--- config.mk ---
export PLATFORM = sky130hd
export DESIGN_NAME = lbr_ctrl
export DESIGN_NICKNAME = d
export VERILOG_FILES = /design/src/common/lbr_pkg.sv /design/src/common/lbr_sync_if.sv /design/src/hdl/lbr_ctrl.sv /design/src/hdl/lbr_sync.sv
export VERILOG_INCLUDE_DIRS = /design/src /design/src/common
export SDC_FILE = /design/constraint.sdc
export NUM_CORES = 1
export LEC_CHECK = 0
export BUFFER_PORTS_ARGS = -buffer_cell sky130_fd_sc_hd__buf_2
export CAP_MARGIN = 20
export CORE_MARGIN = 3
export CORE_UTILIZATION = 35
export CTS_CLUSTER_DIAMETER = 100
export CTS_CLUSTER_SIZE = 24
export DETAILED_ROUTE_END_ITERATION = 10
export PLACE_DENSITY = 0.71
export REMOVE_ABC_BUFFERS = 1
export SETUP_SLACK_MARGIN = 0.4
export SYNTH_ARGS = -nofsm -noshare
export SYNTH_HDL_FRONTEND = slang
export SYNTH_HIERARCHICAL = 1
export SYNTH_SLANG_ARGS = --single-unit
--- constraint.sdc ---
create_clock -name clk -period 2.3 [get_ports clk]
set_clock_uncertainty 0.15 [all_clocks]
set_input_delay 0.46 -clock clk [delete_from_list [all_inputs] [get_ports clk]]
set_output_delay 0.46 -clock clk [all_outputs]
set_load 0.005 [all_outputs]
--- src/common/lbr_map.svh ---
// register offsets, field positions, reset values and timing figures
`ifndef LBR_MAP_SVH
`define LBR_MAP_SVH

// register offsets on the plain register port
`define LBR_ADDR_W          3
`define LBR_OFF_CTRL0       3'h0
`define LBR_OFF_CTRL1       3'h1
`define LBR_OFF_CTRL2       3'h2
`define LBR_OFF_POWER       3'h3
`define LBR_OFF_STATUS      3'h4

// control register 0 fields
`define LBR_C0_WAVE_TYPE    7
`define LBR_C0_RES_HI       3
`define LBR_C0_RES_LO       1
`define LBR_C0_ENABLE       0
// control register 1 fields
`define LBR_C1_QCT_HI       7
`define LBR_C1_QCT_LO       5
`define LBR_C1_TOP_HI       3
`define LBR_C1_TOP_LO       0
// control register 2 fields
`define LBR_C2_DUTY_HI      2
`define LBR_C2_DUTY_LO      1
`define LBR_C2_BIAS         0
// power register fields
`define LBR_PW_SRC          3
`define LBR_PW_LVL_HI       1
`define LBR_PW_LVL_LO       0
// status register fields
`define LBR_ST_DRV_RESET    0
`define LBR_ST_FLOATING     1
`define LBR_ST_QC_WINDOW    2
`define LBR_ST_POLARITY     3
`define LBR_ST_SLOT_HI      6
`define LBR_ST_SLOT_LO      4

// reset values and the unimplemented duty code
`define LBR_RST_BYTE        8'h00
`define LBR_RST_DUTY        2'h0
`define LBR_DUTY_BAD        2'h3

// low bias resistor code on the ladder select output, and top level base and full values
`define LBR_RES_LOW         2'h2
`define LBR_TOP_BASE        5'h08
`define LBR_TOP_FULL        5'h10

// sub clock divide and timing figures
`define LBR_SUB_DIV         8
`define LBR_CLK_PERIOD_NS   20
`define LBR_RSTD_NS         25000
`define LBR_SST_NS          16000

`endif

--- src/common/lbr_pkg.sv ---
// types shared by the bias, reset and waveform control block
`default_nettype none
package lbr_pkg;

  // output mode of the common and segment drivers
  typedef enum logic [2:0] {
    lbr_float = 3'h1,
    lbr_low   = 3'h2,
    lbr_run   = 3'h4
  } lbr_mode_t;

  // ladder tap count above ground, in steps of top level / bias divisor
  typedef logic [2:0] lbr_level_t;

endpackage : lbr_pkg
`default_nettype wire

--- src/common/lbr_sync_if.sv ---
// carrier for the filtered outside inputs between synchroniser and core
`default_nettype none
interface lbr_sync_if #(parameter int unsigned W = 3);
  logic [W-1:0] level;
  logic [W-1:0] rise;
  modport src (output level, output rise);
  modport dst (input level, input rise);
endinterface : lbr_sync_if
`default_nettype wire

--- src/hdl/lbr_ctrl.sv ---
// bias, reset gating and common/segment waveform control for the panel
`include "lbr_map.svh"
`default_nettype none

// Notes on behaviour
// RULE_01 - source bit picks pump, else pin, pump off
// RULE_02 - two-bit field picks four pump levels
// RULE_03 - third bias drives four levels
// RULE_04 - quarter bias drives five levels
// RULE_05 - four-bit field sets top level fraction
// RULE_06 - software picks quarter bias for eight commons
// RULE_07 - three-bit field picks ladder resistance
// RULE_08 - ladder current path off while disabled
// RULE_09 - quick-charge window set by three-bit field
// RULE_10 - driver reset is disable or sleep
// RULE_11 - sleep resets driver despite enable set
// RULE_12 - chip reset resets driver, outputs float
// RULE_13 - float lasts debounce plus startup delay
// RULE_14 - disabled or sleeping: outputs held low
// RULE_15 - idle or sleep watchdog reset not chip reset
// RULE_16 - duty sets common count and frame slots
// RULE_17 - type bit picks waveform, second is slower
// RULE_18 - pixel voltage averages to zero DC
// RULE_19 - window lasts code plus one sub periods
// RULE_20 - codes four up enable quick charge
// RULE_21 - display clock is sub clock over eight
// RULE_22 - duty codes give four, six, eight commons
// RULE_23 - type one flips per slot, two per frame
// RULE_24 - active slot drives extremes, else mid levels
module lbr_ctrl #(
  parameter int unsigned NSEG    = 40,
  parameter int unsigned NCOM    = 8,
  parameter int unsigned RSTD_NS = `LBR_RSTD_NS,
  parameter int unsigned SST_NS  = `LBR_SST_NS
) (
  input  wire logic                        clk,
  input  wire logic                        srst,
  input  wire logic [`LBR_ADDR_W-1:0]      reg_addr,
  input  wire logic [7:0]                  reg_wdata,
  input  wire logic                        reg_wr,
  input  wire logic                        reg_rd,
  output logic      [7:0]                  reg_rdata,
  input  wire logic                        sub_clk_pin,
  input  wire logic                        chip_rst_pin,
  input  wire logic                        wdt_rst_pin,
  input  wire logic                        sleep,
  input  wire logic                        idle,
  input  wire logic [NSEG-1:0]             seg_pixel,
  output logic      [2:0]                  slot_index,
  output logic      [NCOM*3-1:0]           com_level,
  output logic      [NCOM-1:0]             com_oe,
  output logic      [NSEG*3-1:0]           seg_level,
  output logic      [NSEG-1:0]             seg_oe,
  output logic                             pump_en,
  output logic      [1:0]                  pump_level_sel,
  output logic                             supply_from_pin,
  output logic      [4:0]                  top_level_num,
  output logic                             quarter_bias,
  output logic                             ladder_on,
  output logic      [1:0]                  res_code
);

  // least time rounds up, never below one cycle
  localparam int unsigned FLOAT_NS  = RSTD_NS + SST_NS;
  localparam int unsigned FLOAT_RAW =
    (FLOAT_NS + `LBR_CLK_PERIOD_NS - 1) / `LBR_CLK_PERIOD_NS;
  localparam int unsigned FLOAT_CYC = (FLOAT_RAW < 1) ? 1 : FLOAT_RAW;
  localparam int unsigned FCW       = $clog2(FLOAT_CYC + 1);

  if (NCOM != 8) begin : g_bad_com
    $error("lbr_ctrl serves exactly eight common lines");
  end
  if (NSEG < 1 || NSEG > 64) begin : g_bad_seg
    $error("lbr_ctrl serves 1 to 64 segment lines");
  end

  // lane 0 sub clock, lane 1 chip reset, lane 2 watchdog reset
  lbr_sync_if #(.W(3)) sy ();
  lbr_sync #(.W(3)) u_sync (
    .clk  (clk),
    .srst (srst),
    .raw  ({wdt_rst_pin, chip_rst_pin, sub_clk_pin}),
    .sy   (sy)
  );

  logic sub_tick;
  logic chip_rst;
  assign sub_tick = sy.rise[0];
  // watchdog reset while idle or asleep leaves the display alone [RULE_15]
  assign chip_rst = sy.level[1] | (sy.level[2] & ~(idle | sleep));

  // control fields
  logic       wave_type_reg;
  logic [2:0] bias_resistor_sel_reg;
  logic       display_enable_reg;
  logic [2:0] quick_charge_time_sel_reg;
  logic [3:0] top_bias_level_sel_reg;
  logic [1:0] duty_sel_reg;
  logic       bias_quarter_reg;
  logic       panel_power_source_sel_reg;
  logic [1:0] pump_level_sel_reg;

  // chip reset clears control just as a full reset does
  always_ff @(posedge clk) begin
    if (srst || chip_rst) begin
      wave_type_reg              <= 1'b0;
      bias_resistor_sel_reg      <= 3'h0;
      display_enable_reg         <= 1'b0;
      quick_charge_time_sel_reg  <= 3'h0;
      top_bias_level_sel_reg     <= 4'h0;
      duty_sel_reg               <= `LBR_RST_DUTY;
      bias_quarter_reg           <= 1'b0;
      panel_power_source_sel_reg <= 1'b0;
      pump_level_sel_reg         <= 2'h0;
    end else if (reg_wr) begin
      case (reg_addr)
        `LBR_OFF_CTRL0: begin
          wave_type_reg         <= reg_wdata[`LBR_C0_WAVE_TYPE];
          bias_resistor_sel_reg <=
            reg_wdata[`LBR_C0_RES_HI:`LBR_C0_RES_LO];
          display_enable_reg    <= reg_wdata[`LBR_C0_ENABLE];
        end
        `LBR_OFF_CTRL1: begin
          quick_charge_time_sel_reg <=
            reg_wdata[`LBR_C1_QCT_HI:`LBR_C1_QCT_LO];
          top_bias_level_sel_reg    <=
            reg_wdata[`LBR_C1_TOP_HI:`LBR_C1_TOP_LO];
        end
        `LBR_OFF_CTRL2: begin
          // the unimplemented duty code keeps the previous duty [RULE_22]
          if (reg_wdata[`LBR_C2_DUTY_HI:`LBR_C2_DUTY_LO] != `LBR_DUTY_BAD)
          begin
            duty_sel_reg <= reg_wdata[`LBR_C2_DUTY_HI:`LBR_C2_DUTY_LO];
          end
          bias_quarter_reg <= reg_wdata[`LBR_C2_BIAS];
        end
        `LBR_OFF_POWER: begin
          panel_power_source_sel_reg <= reg_wdata[`LBR_PW_SRC];
          pump_level_sel_reg <= reg_wdata[`LBR_PW_LVL_HI:`LBR_PW_LVL_LO];
        end
        default: begin
        end
      endcase
    end
  end

  // floating hold: reloaded while chip reset stands, runs out after it
  logic [FCW-1:0] float_cnt_reg;
  logic           floating;
  always_ff @(posedge clk) begin
    if (srst || chip_rst) begin
      float_cnt_reg <= FCW'(FLOAT_CYC); // [RULE_13]
    end else if (float_cnt_reg != '0) begin
      float_cnt_reg <= float_cnt_reg - FCW'(1);
    end
  end
  assign floating = chip_rst || (float_cnt_reg != '0); // [RULE_12]

  // driver reset: disabled, floating or sleeping, whatever the enable says in sleep
  logic drv_reset;
  assign drv_reset = ~display_enable_reg | floating // [RULE_10]
    | sleep; // [RULE_11]

  // output mode machine
  lbr_pkg::lbr_mode_t mode_reg;
  lbr_pkg::lbr_mode_t mode_next;
  always_comb begin
    case (mode_reg)
      lbr_pkg::lbr_float, lbr_pkg::lbr_low, lbr_pkg::lbr_run: begin
        if (floating) begin
          mode_next = lbr_pkg::lbr_float; // [RULE_12]
        end else if (drv_reset) begin
          mode_next = lbr_pkg::lbr_low; // [RULE_14]
        end else begin
          mode_next = lbr_pkg::lbr_run;
        end
      end
      default: mode_next = lbr_pkg::lbr_float;
    endcase
  end

  always_ff @(posedge clk) begin
    if (srst) begin
      mode_reg <= lbr_pkg::lbr_float;
    end else begin
      mode_reg <= mode_next;
    end
  end

  // index of the last common slot for the chosen duty
  logic [2:0] last_slot;
  always_comb begin
    case (duty_sel_reg)
      2'h0:    last_slot = 3'h3; // [RULE_16] [RULE_22]
      2'h1:    last_slot = 3'h5;
      default: last_slot = 3'h7;
    endcase
  end

  // display clock: eight sub clock periods per tick
  logic [2:0] div_reg;
  logic       lcd_tick;
  assign lcd_tick = sub_tick && (div_reg == 3'(`LBR_SUB_DIV - 1)); // [RULE_21]

  // slot sequencing, held in reset while the driver is reset
  logic [2:0] slot_reg;
  logic       half_reg;
  logic       frame_pol_reg;
  logic       pol;
  always_ff @(posedge clk) begin
    if (srst || drv_reset) begin
      div_reg       <= 3'h0;
      slot_reg      <= 3'h0;
      half_reg      <= 1'b0;
      frame_pol_reg <= 1'b0;
    end else begin
      if (sub_tick) begin
        div_reg <= div_reg + 3'h1;
      end
      if (lcd_tick) begin
        // type A splits each slot in two halves of opposite polarity
        if (!wave_type_reg && !half_reg) begin
          half_reg <= 1'b1; // [RULE_23]
        end else begin
          half_reg <= 1'b0;
          if (slot_reg >= last_slot) begin
            slot_reg      <= 3'h0;
            frame_pol_reg <= ~frame_pol_reg; // [RULE_23]
          end else begin
            slot_reg <= slot_reg + 3'h1;
          end
        end
      end
    end
  end
  // type B flips only per frame, so its drive runs at lower frequency
  assign pol = wave_type_reg ? frame_pol_reg : half_reg; // [RULE_17]

  // quick-charge window counted in sub periods from each phase start
  logic [3:0] qc_cnt_reg;
  logic       qc_window;
  always_ff @(posedge clk) begin
    if (srst || drv_reset || lcd_tick) begin
      qc_cnt_reg <= 4'h0;
    end else if (sub_tick && qc_cnt_reg != 4'h8) begin
      qc_cnt_reg <= qc_cnt_reg + 4'h1;
    end
  end
  // count 0..n inclusive gives n plus one periods [RULE_09] [RULE_19]
  assign qc_window = (qc_cnt_reg <= {1'b0, quick_charge_time_sel_reg});

  // ladder resistor: low value in the window, high value after it
  logic [1:0] res_next;
  always_comb begin
    if (!bias_resistor_sel_reg[2]) begin
      res_next = bias_resistor_sel_reg[1:0]; // [RULE_07]
    end else if (qc_window) begin
      res_next = `LBR_RES_LOW; // [RULE_20]
    end else if (bias_resistor_sel_reg[1]) begin
      res_next = 2'h3;
    end else begin
      res_next = {1'b0, bias_resistor_sel_reg[0]};
    end
  end

  // mirrored taps k and top-k keep every pixel's average at zero
  function automatic lbr_pkg::lbr_level_t com_tap(
    input logic on,
    input logic p,
    input logic quarter
  );
    lbr_pkg::lbr_level_t den;
    den = quarter ? 3'h4 : 3'h3; // [RULE_03] [RULE_04]
    if (on) begin
      com_tap = p ? den : 3'h0; // [RULE_24]
    end else begin
      com_tap = p ? 3'h1 : den - 3'h1;
    end
  endfunction : com_tap

  function automatic lbr_pkg::lbr_level_t seg_tap(
    input logic on,
    input logic p,
    input logic quarter
  );
    lbr_pkg::lbr_level_t den;
    den = quarter ? 3'h4 : 3'h3;
    if (on) begin
      seg_tap = p ? 3'h0 : den; // [RULE_24]
    end else begin
      seg_tap = p ? 3'h2 : den - 3'h2;
    end
  endfunction : seg_tap

  logic run;
  assign run = (mode_next == lbr_pkg::lbr_run);

  // common drivers: float, low, or bias taps in run
  for (genvar i = 0; i < NCOM; i++) begin : g_com
    always_ff @(posedge clk) begin
      if (srst || !run) begin
        com_level[i*3 +: 3] <= 3'h0; // [RULE_14]
        com_oe[i] <= (mode_next == lbr_pkg::lbr_low); // [RULE_12]
      end else begin
        com_level[i*3 +: 3] <=
          com_tap(slot_reg == 3'(i), pol, bias_quarter_reg); // [RULE_18]
        com_oe[i] <= (3'(i) <= last_slot); // [RULE_16]
      end
    end
  end

  // segment drivers follow the pixel bit of the active slot
  for (genvar j = 0; j < NSEG; j++) begin : g_seg
    always_ff @(posedge clk) begin
      if (srst || !run) begin
        seg_level[j*3 +: 3] <= 3'h0; // [RULE_14]
        seg_oe[j] <= (mode_next == lbr_pkg::lbr_low); // [RULE_12]
      end else begin
        seg_level[j*3 +: 3] <=
          seg_tap(seg_pixel[j], pol, bias_quarter_reg); // [RULE_18]
        seg_oe[j] <= 1'b1;
      end
    end
  end

  // supply, pump and ladder controls
  always_ff @(posedge clk) begin
    if (srst) begin
      pump_en         <= 1'b0;
      pump_level_sel  <= 2'h0;
      supply_from_pin <= 1'b1;
      top_level_num   <= `LBR_TOP_BASE;
      quarter_bias    <= 1'b0;
      ladder_on       <= 1'b0;
      res_code        <= 2'h0;
      slot_index      <= 3'h0;
    end else begin
      pump_en         <= panel_power_source_sel_reg; // [RULE_01]
      supply_from_pin <= ~panel_power_source_sel_reg; // [RULE_01]
      pump_level_sel  <= pump_level_sel_reg; // [RULE_02]
      // top level in sixteenths of the supply
      top_level_num   <= top_bias_level_sel_reg[3] ? `LBR_TOP_FULL :
        (`LBR_TOP_BASE + {2'h0, top_bias_level_sel_reg[2:0]}); // [RULE_05]
      quarter_bias    <= bias_quarter_reg; // [RULE_04]
      ladder_on       <= run; // [RULE_08]
      res_code        <= res_next; // [RULE_07]
      slot_index      <= slot_reg;
    end
  end

  // read data stands in the cycle after the read strobe only
  always_ff @(posedge clk) begin
    if (srst || !reg_rd) begin
      reg_rdata <= `LBR_RST_BYTE;
    end else begin
      case (reg_addr)
        `LBR_OFF_CTRL0: reg_rdata <= {wave_type_reg, 3'h0,
          bias_resistor_sel_reg, display_enable_reg};
        `LBR_OFF_CTRL1: reg_rdata <= {quick_charge_time_sel_reg, 1'b0,
          top_bias_level_sel_reg};
        `LBR_OFF_CTRL2: reg_rdata <= {5'h00, duty_sel_reg,
          bias_quarter_reg};
        `LBR_OFF_POWER: reg_rdata <= {4'h0, panel_power_source_sel_reg,
          1'b0, pump_level_sel_reg};
        `LBR_OFF_STATUS: reg_rdata <= {1'b0, slot_reg, pol, qc_window,
          floating, drv_reset};
        default: reg_rdata <= `LBR_RST_BYTE;
      endcase
    end
  end

endmodule : lbr_ctrl
`default_nettype wire

--- src/hdl/lbr_sync.sv ---
// three-flop input synchroniser with agreement filter, one lane per bit
`default_nettype none
module lbr_sync #(
  parameter int unsigned W = 3
) (
  input  wire logic      clk,
  input  wire logic      srst,
  input  wire logic [W-1:0] raw,
  lbr_sync_if.src        sy
);

  if (W < 1) begin : g_bad_width
    $error("lbr_sync needs at least one lane");
  end

  for (genvar i = 0; i < W; i++) begin : g_lane
    logic s1_reg;
    logic s2_reg;
    logic s3_reg;
    logic filt_reg;
    logic rise_reg;

    // first flop feeds only the second
    always_ff @(posedge clk) begin
      if (srst) begin
        s1_reg <= 1'b0;
        s2_reg <= 1'b0;
        s3_reg <= 1'b0;
      end else begin
        s1_reg <= raw[i];
        s2_reg <= s1_reg;
        s3_reg <= s2_reg;
      end
    end

    // a change counts only once the second and third flop agree
    always_ff @(posedge clk) begin
      if (srst) begin
        filt_reg <= 1'b0;
        rise_reg <= 1'b0;
      end else begin
        if (s2_reg == s3_reg) begin
          filt_reg <= s3_reg;
        end
        rise_reg <= (s2_reg == s3_reg) && s3_reg && !filt_reg;
      end
    end

    assign sy.level[i] = filt_reg;
    assign sy.rise[i]  = rise_reg;
  end

endmodule : lbr_sync
`default_nettype wire

==> results of run 1 <==
[cells in the final DEF, fill, tap and decap left out, types with 4 or more instances in the layout]
cell type / n
sky130_fd_sc_hd__ha_1: 18
sky130_fd_sc_hd__mux2i_1: 26
sky130_fd_sc_hd__xnor2_1: 4
sky130_fd_sc_hd__o21ai_0: 13
sky130_fd_sc_hd__buf_4: 39
sky130_fd_sc_hd__a21oi_2: 4
sky130_fd_sc_hd__nor2_2: 34
sky130_fd_sc_hd__buf_2: 274
sky130_fd_sc_hd__a22o_1: 4
sky130_fd_sc_hd__nor2_1: 69
sky130_fd_sc_hd__inv_1: 17
sky130_fd_sc_hd__nor3b_2: 5
sky130_fd_sc_hd__xor2_1: 42
sky130_fd_sc_hd__nor3_4: 5
sky130_fd_sc_hd__and2b_1: 4
sky130_fd_sc_hd__nor2b_1: 19
sky130_fd_sc_hd__or3_1: 4
sky130_fd_sc_hd__nor2_4: 6
sky130_fd_sc_hd__and2_1: 42
sky130_fd_sc_hd__nand2b_1: 4
sky130_fd_sc_hd__dfxtp_1: 230
sky130_fd_sc_hd__a31oi_1: 4
sky130_fd_sc_hd__nand2_1: 10
sky130_fd_sc_hd__buf_16: 5
sky130_fd_sc_hd__buf_12: 5
sky130_fd_sc_hd__a21oi_1: 17
sky130_fd_sc_hd__nor3_1: 19
sky130_fd_sc_hd__nand3_1: 13
sky130_fd_sc_hd__nor3_2: 24
sky130_fd_sc_hd__buf_6: 14
sky130_fd_sc_hd__a211oi_2: 4
sky130_fd_sc_hd__clkbuf_16: 23
[critical path: cells and delay by family (launching register included)]
| kind | cells | cell delay, ns |
|---|---|---|
| flip-flops | 1 | 0.32 |
| adder cells (fa/ha/maj) | 1 | 0.13 |
| AND/OR/NAND/NOR | 4 | 1.33 |
| buffers and inverters | 3 | 0.36 |
[per-layer routing]
layer,GRT usage (%),share of wire (%)
met2,26.4,50
met5,0,0.031
met4,3.42,1.9
met1,18.8,42
met3,3.43,6.0
[power by group]
| part | internal, W | switching [W] |
|---|---|---|
| clock network | 0.00106 | 0.00125 |
| logic | 0.000265 | 0.000287 |
| registers | 0.00407 | 0.0000434 |
| total | 0.00540 | 0.00158 |
[per-stage QoR]
| step | setup slack (ns) | power [W] |
|---|---|---|
| after detailed placement | -0.116 | 0.00465 |
| after global routing | -0.107 | 0.00727 |
| after CTS | -0.0843 | 0.00698 |
| final | -0.0240 | 0.00697 |
| after floorplan | -2.37 | 0.00443 |
| after global placement | -0.0803 | 0.00464 |
[worst paths after layout]
check / start / to / slack (ns) / cells past startpoint
worst max-delay path: float_cnt_reg[0]$_SDFFE_PP0P_ / mode_reg[1]$_SDFF_PP0_ / -0.02 / 8
worst min-delay path: wdt_rst_pin / u_sync/g_lane[2].s1_reg$_SDFF_PP0_ / 0.06 / 2
worst max register to register: float_cnt_reg[0]$_SDFFE_PP0P_ / mode_reg[1]$_SDFF_PP0_ / -0.02 / 8
worst min register to register: u_sync/g_lane[1].s1_reg$_SDFF_PP0_ / u_sync/g_lane[1].s2_reg$_SDFF_PP0_ / 0.30 / 1
[area by class of cell]
| class | instances | area, sq um | share of cell area (%) |
|---|---|---|---|
| Timing Repair Buffer | 350 | 2350 | 20.7 |
| Multi-Input combinational cell | 457 | 3540 | 31.2 |
| Clock buffer | 14 | 339 | 2.99 |
| Clock inverter | 1 | 8.76 | 0.0771 |
| Antenna cell | 1 | 2.50 | 0.0220 |
| Sequential cell | 232 | 4650 | 40.9 |
| Inverter | 19 | 71.3 | 0.628 |
| Tap cell | 313 | 392 | 3.45 |
[what timing repair did]
action / 4_1_cts / 5_1_grt
setup buffers: 7 / 11
hold endpoints to repair: 0 / 0
resized for setup: 55 / 107
endpoints found under the setup margin: 195 / 237
pin swaps: 16 / 9
gates cloned: 5 / 15
==> run metrics, run 1 <==
number of max-cap violations=0; Worst Max-Slew Pin Slew=approximately 0.7 ns; clock period minus final worst setup slack=2.32 ns; violated checks=negative setup slack; Final Cycle Share=101%; most used cell, CP=sky130_fd_sc_hd__buf_4; total grt overflow=0; cell-by-cell trace of the critical path=inv_2, ha_4, or4b_4, or4_4, buf_4, buf_4, or3_4, nor2_2; IO Port Bufs=274; Achievable Freq=approximately 430 MHz; setup-violating endpoint count in the final report=4; placer congestion estimate=0.792; number of optimization iterations in the first detailed-route pass=5; flip-flop count of the largest register, all copies and words added=120; critical-path cell with the highest stage delay=sky130_fd_sc_hd__or4b_4; Root Driver=sky130_fd_sc_hd__clkbuf_16; clock transition at the register clock pins on the worst setup and hold paths after CTS=0.10 ns; worst IR drop on VDD=0.447 mV; Mapped Area=8200 sq um; H-tree lvl count=1; number of global-route vias before repair=a little under 6000; hold bufs inserted after CTS=0; share of the core filled with cells=49.7%; DRC violation count after routing=0; Avg Synthesized Cell Area=around 10 sq um; Setup CP Type=flop to flop; number of nets in the layout=around 1200; setup TNS=-0.0515 ns; yosys synthesis warning count=6; initial antenna violation count=1; mean routed wirelength per cell=16.1 um; PnR worst setup slack=-0.0240 ns; DR vias=approximately 6400; sinks on the clock net=232; worst hold margin=0.0611 ns; Initial Util=a little over a third; run status=finished with violations; Rel. slew slack=52.8%; Lkg Pwr=5.41 nW; # placed instances=1333; synthesis-to-finish area growth=38.4%; DIE AREA=25300 sq um; die width=159 um; critical path peak fanout=3; maximum buffer depth of the clock tree=3; pin count of the biggest net entering global routing=49; worst stage delay on the critical path=roughly 0.46 ns; overall routing resource usage=15.0%; Vias/cell=4.59; endpoint class of the critical path=flop; TritonCTS clock tree=built; pwr/cell area=614 nW/um^2; final max-slew violation count=0; final-report hold violation count=0; worst hold path class=input pin to flop; clock network latency to the later pin of the worst-skew pair=0.47 ns; Worst Path Arrival=2.59 ns; detailed placer's ending HPWL=~14000 um; number of top-level pins=276; CORE AREA=22800 sq um; Die H=approximately 160 um; setup repair after global routing missed its margin=true; number of design-rule violations left by the first detailed-router iteration=442; cts bufs inserted=13; post-layout instance count excluding filler cells=1387; critical path required time=around 2.6 ns; Non-Filler Cell Area, Final=11400 sq um; first-pass GRT wire length=31500 um; element type at the critical path start=flop; number of filler instances in the final layout=2044; Placed Area=9770 sq um; instance count of the mapped netlist=801; post-detailed-routing wire length=around 22000 um; post-route antenna net violation count=0; cell row count=55; layout cell share with drive strength beyond 1=45.3%
Power figures use the tool's default switching activity.
==> run 2: changes to the inputs <==
--- a/config.mk
+++ b/config.mk
@@ -9,11 +9,11 @@
 export BUFFER_PORTS_ARGS = -buffer_cell sky130_fd_sc_hd__buf_2
 export CAP_MARGIN = 20
 export CORE_MARGIN = 3
-export CORE_UTILIZATION = 35
+export CORE_UTILIZATION = 45
 export CTS_CLUSTER_DIAMETER = 100
 export CTS_CLUSTER_SIZE = 24
 export DETAILED_ROUTE_END_ITERATION = 10
-export PLACE_DENSITY = 0.71
+export PLACE_DENSITY = 0.85
 export REMOVE_ABC_BUFFERS = 1
 export SETUP_SLACK_MARGIN = 0.4
 export SYNTH_ARGS = -nofsm -noshare
==> run 2 against run 1 <==
The run still ends with negative setup slack left. Non-clock buffer count fell by 2. Sequential share of layout area decreased by 1.5 points. First-iteration DRC count decreased by 16%. Global-route usage rose by 4.5 points. Utilization rose by 17 points. Sequential cell count unchanged. Register-to-register slack is essentially flat. Critical path depth stayed put. Routed wire length is 9.2% higher.
==> run metrics, run 2 (synthesis gave the netlist of run 1 again) <==
commonest non-fill, non-tap cells in the layout=sky130_fd_sc_hd__buf_2 (274), sky130_fd_sc_hd__dfxtp_1 (228), sky130_fd_sc_hd__nor2_1 (60); Worst Max-Slew Pin Slew=0.754 ns (+0.0526 ns); worst hold path class=input pin to flop; clock transition at the register clock pins on the worst setup and hold paths after CTS=0.09 ns (about the same); clock period minus final worst setup slack=2.34 ns (+0.0115 ns); total grt overflow=0 (unchanged); violated checks=negative setup slack; CORE AREA=17600 sq um (-23%); initial antenna violation count=2 (+1); PnR worst setup slack=-0.0356 ns (-0.0115 ns); DRC violation count after routing=0 (unchanged); Rel. slew slack=49.8% (-3.0 points); final-report hold violation count=0 (unchanged); H-tree lvl count=1 (unchanged); Non-Filler Cell Area, Final=11800 sq um (+3.8%); cts bufs inserted=13 (unchanged); commonest non-fill, non-tap cell in the layout=sky130_fd_sc_hd__buf_2; Lkg Pwr=5.47 nW (+1.2%); overall routing resource usage=19.5% (+4.5 points); run status=finished with violations; number of global-route vias before repair=6022 (+1.9%); top cell family by delay on the critical path=simple AND/OR/NAND/NOR gates; post-route antenna net violation count=0 (unchanged); synthesis-to-finish area growth=43.8%; pwr/cell area=597 nW/um^2 (-2.8%); Worst Path Arrival=2.59 ns (about the same); Die H=141 um (-11%); detailed placer's ending HPWL=14000 um (+2.2%); number of optimization iterations in the first detailed-route pass=5 (unchanged); post-detailed-routing wire length=24400 um (+9.2%); pin count of the biggest net entering global routing=52 (+6.1%); number of top-level pins=276 (unchanged); critical path required time=2.55 ns (-0.02 ns); Achievable Freq=428 MHz (-0.49%); endpoint class of the critical path=flop; element type at the critical path start=flop; DR vias=6687 (+5.0%); setup repair after global routing missed its margin=true; Initial Util=46.6% (+11 points); worst IR drop on VDD=0.489 mV (+9.3%); worst slack at placement=-0.314 ns (-0.198 ns); die width=141 um (-11%); IO Port Bufs=274 (unchanged); combined buffer and inverter count along the critical path=3 (unchanged); clock network latency to the later pin of the worst-skew pair=0.46 ns (about the same); Design Power=0.00704 W (+0.90%); final max-slew violation count=0 (unchanged); cell row count=48 (-13%); placer congestion estimate=0.843 (+6.5%); number of nets in the layout=1151 (-0.17%); critical path peak fanout=10 (+7); hold bufs inserted after CTS=0 (unchanged); layout cell share with drive strength beyond 1=48.7% (+3.4 points); Setup CP Type=flop to flop; critical-path cell with the highest stage delay=sky130_fd_sc_hd__or4b_4; setup-violating endpoint count in the final report=12 (+8); number of design-rule violations left by the first detailed-router iteration=373 (-16%); flip-flop count of the largest register, all copies and words added=120 (unchanged); Root Driver=sky130_fd_sc_hd__clkbuf_16; sinks on the clock net=232 (unchanged); mean routed wirelength per cell=18.8 um (+17%); maximum buffer depth of the clock tree=3 (unchanged); worst stage delay on the critical path=0.46 ns (about the same); number of max-cap violations=0 (unchanged); cell-by-cell trace of the critical path=inv_2, ha_4, or4b_4, or4_4, nor4_4, buf_6, clkbuf_16, and2_1; Final Cycle Share=102% (+0.50 points); DIE AREA=19900 sq um (-21%); Placed Area=9710 sq um (-0.54%); TritonCTS clock tree=built; Vias/cell=5.15 (+12%); first-pass GRT wire length=31800 um (+0.92%)
[run 2: final cells by class]
cell class / count / area [sq um]
well taps: 225 / 282
diodes: 3 / 7.51
multi-input cells: 457 / 3950
fillers: 1218 / 5810
clock inverters: 1 / 8.76
repair buffers: 348 / 2480
clock buffers: 14 / 339
inverters: 19 / 76.3
flip-flops and latches: 232 / 4650
[run 2: final timing paths]
check                                               start                            endpoint  slack [ns]  depth (start not counted)
setup reg to reg            float_cnt_reg[1]$_SDFFE_PP1P_            seg_level[56]$_SDFF_PP0_       -0.04                          8
hold reg to reg   panel_power_source_sel_reg$_SDFFE_PP0P_          supply_from_pin$_SDFF_PP1_        0.29                          1
setup / recovery            float_cnt_reg[1]$_SDFFE_PP1P_            seg_level[56]$_SDFF_PP0_       -0.04                          8
hold / removal                                sub_clk_pin  u_sync/g_lane[0].s1_reg$_SDFF_PP0_        0.06                          2
[run 2: timing repair]
action,in CTS,in global routing
pin swaps,6,58
gates resized for setup,68,181
setup buffers,7,8
setup endpoints to repair,180,221
cloned,5,15
[run 2: report_power, final]
| part | total, W | switching (W) | internal (W) | leakage, nW |
|---|---|---|---|---|
| clock network | 0.00234 | 0.00127 | 0.00106 | 0.172 |
| logic | 0.000580 | 0.000309 | 0.000271 | 3.42 |
| registers | 0.00412 | 0.0000490 | 0.00407 | 1.87 |
[run 2: metrics by stage]
step                      util, %  instances  hold slack [ns]  TNS, ns
after floorplan                 -        708            0.237  -245.19
after global placement       55.2       1246            0.259    -8.18
after detailed placement     55.2       1246            0.273   -12.68
after CTS                    60.2       1273           0.0349    -3.94
after global routing         67.0       1299           0.0568    -9.79
final                        67.0       1299           0.0593   -0.117
[run 2: layer usage]
metal	vias to the layer above	track usage [%]	routed length, um
met5	-	0	0
met1	3221	23.9	9630
met3	48	3.56	1520
met4	0	5.35	565
met2	273	35.2	12700
li1	3145	-	-
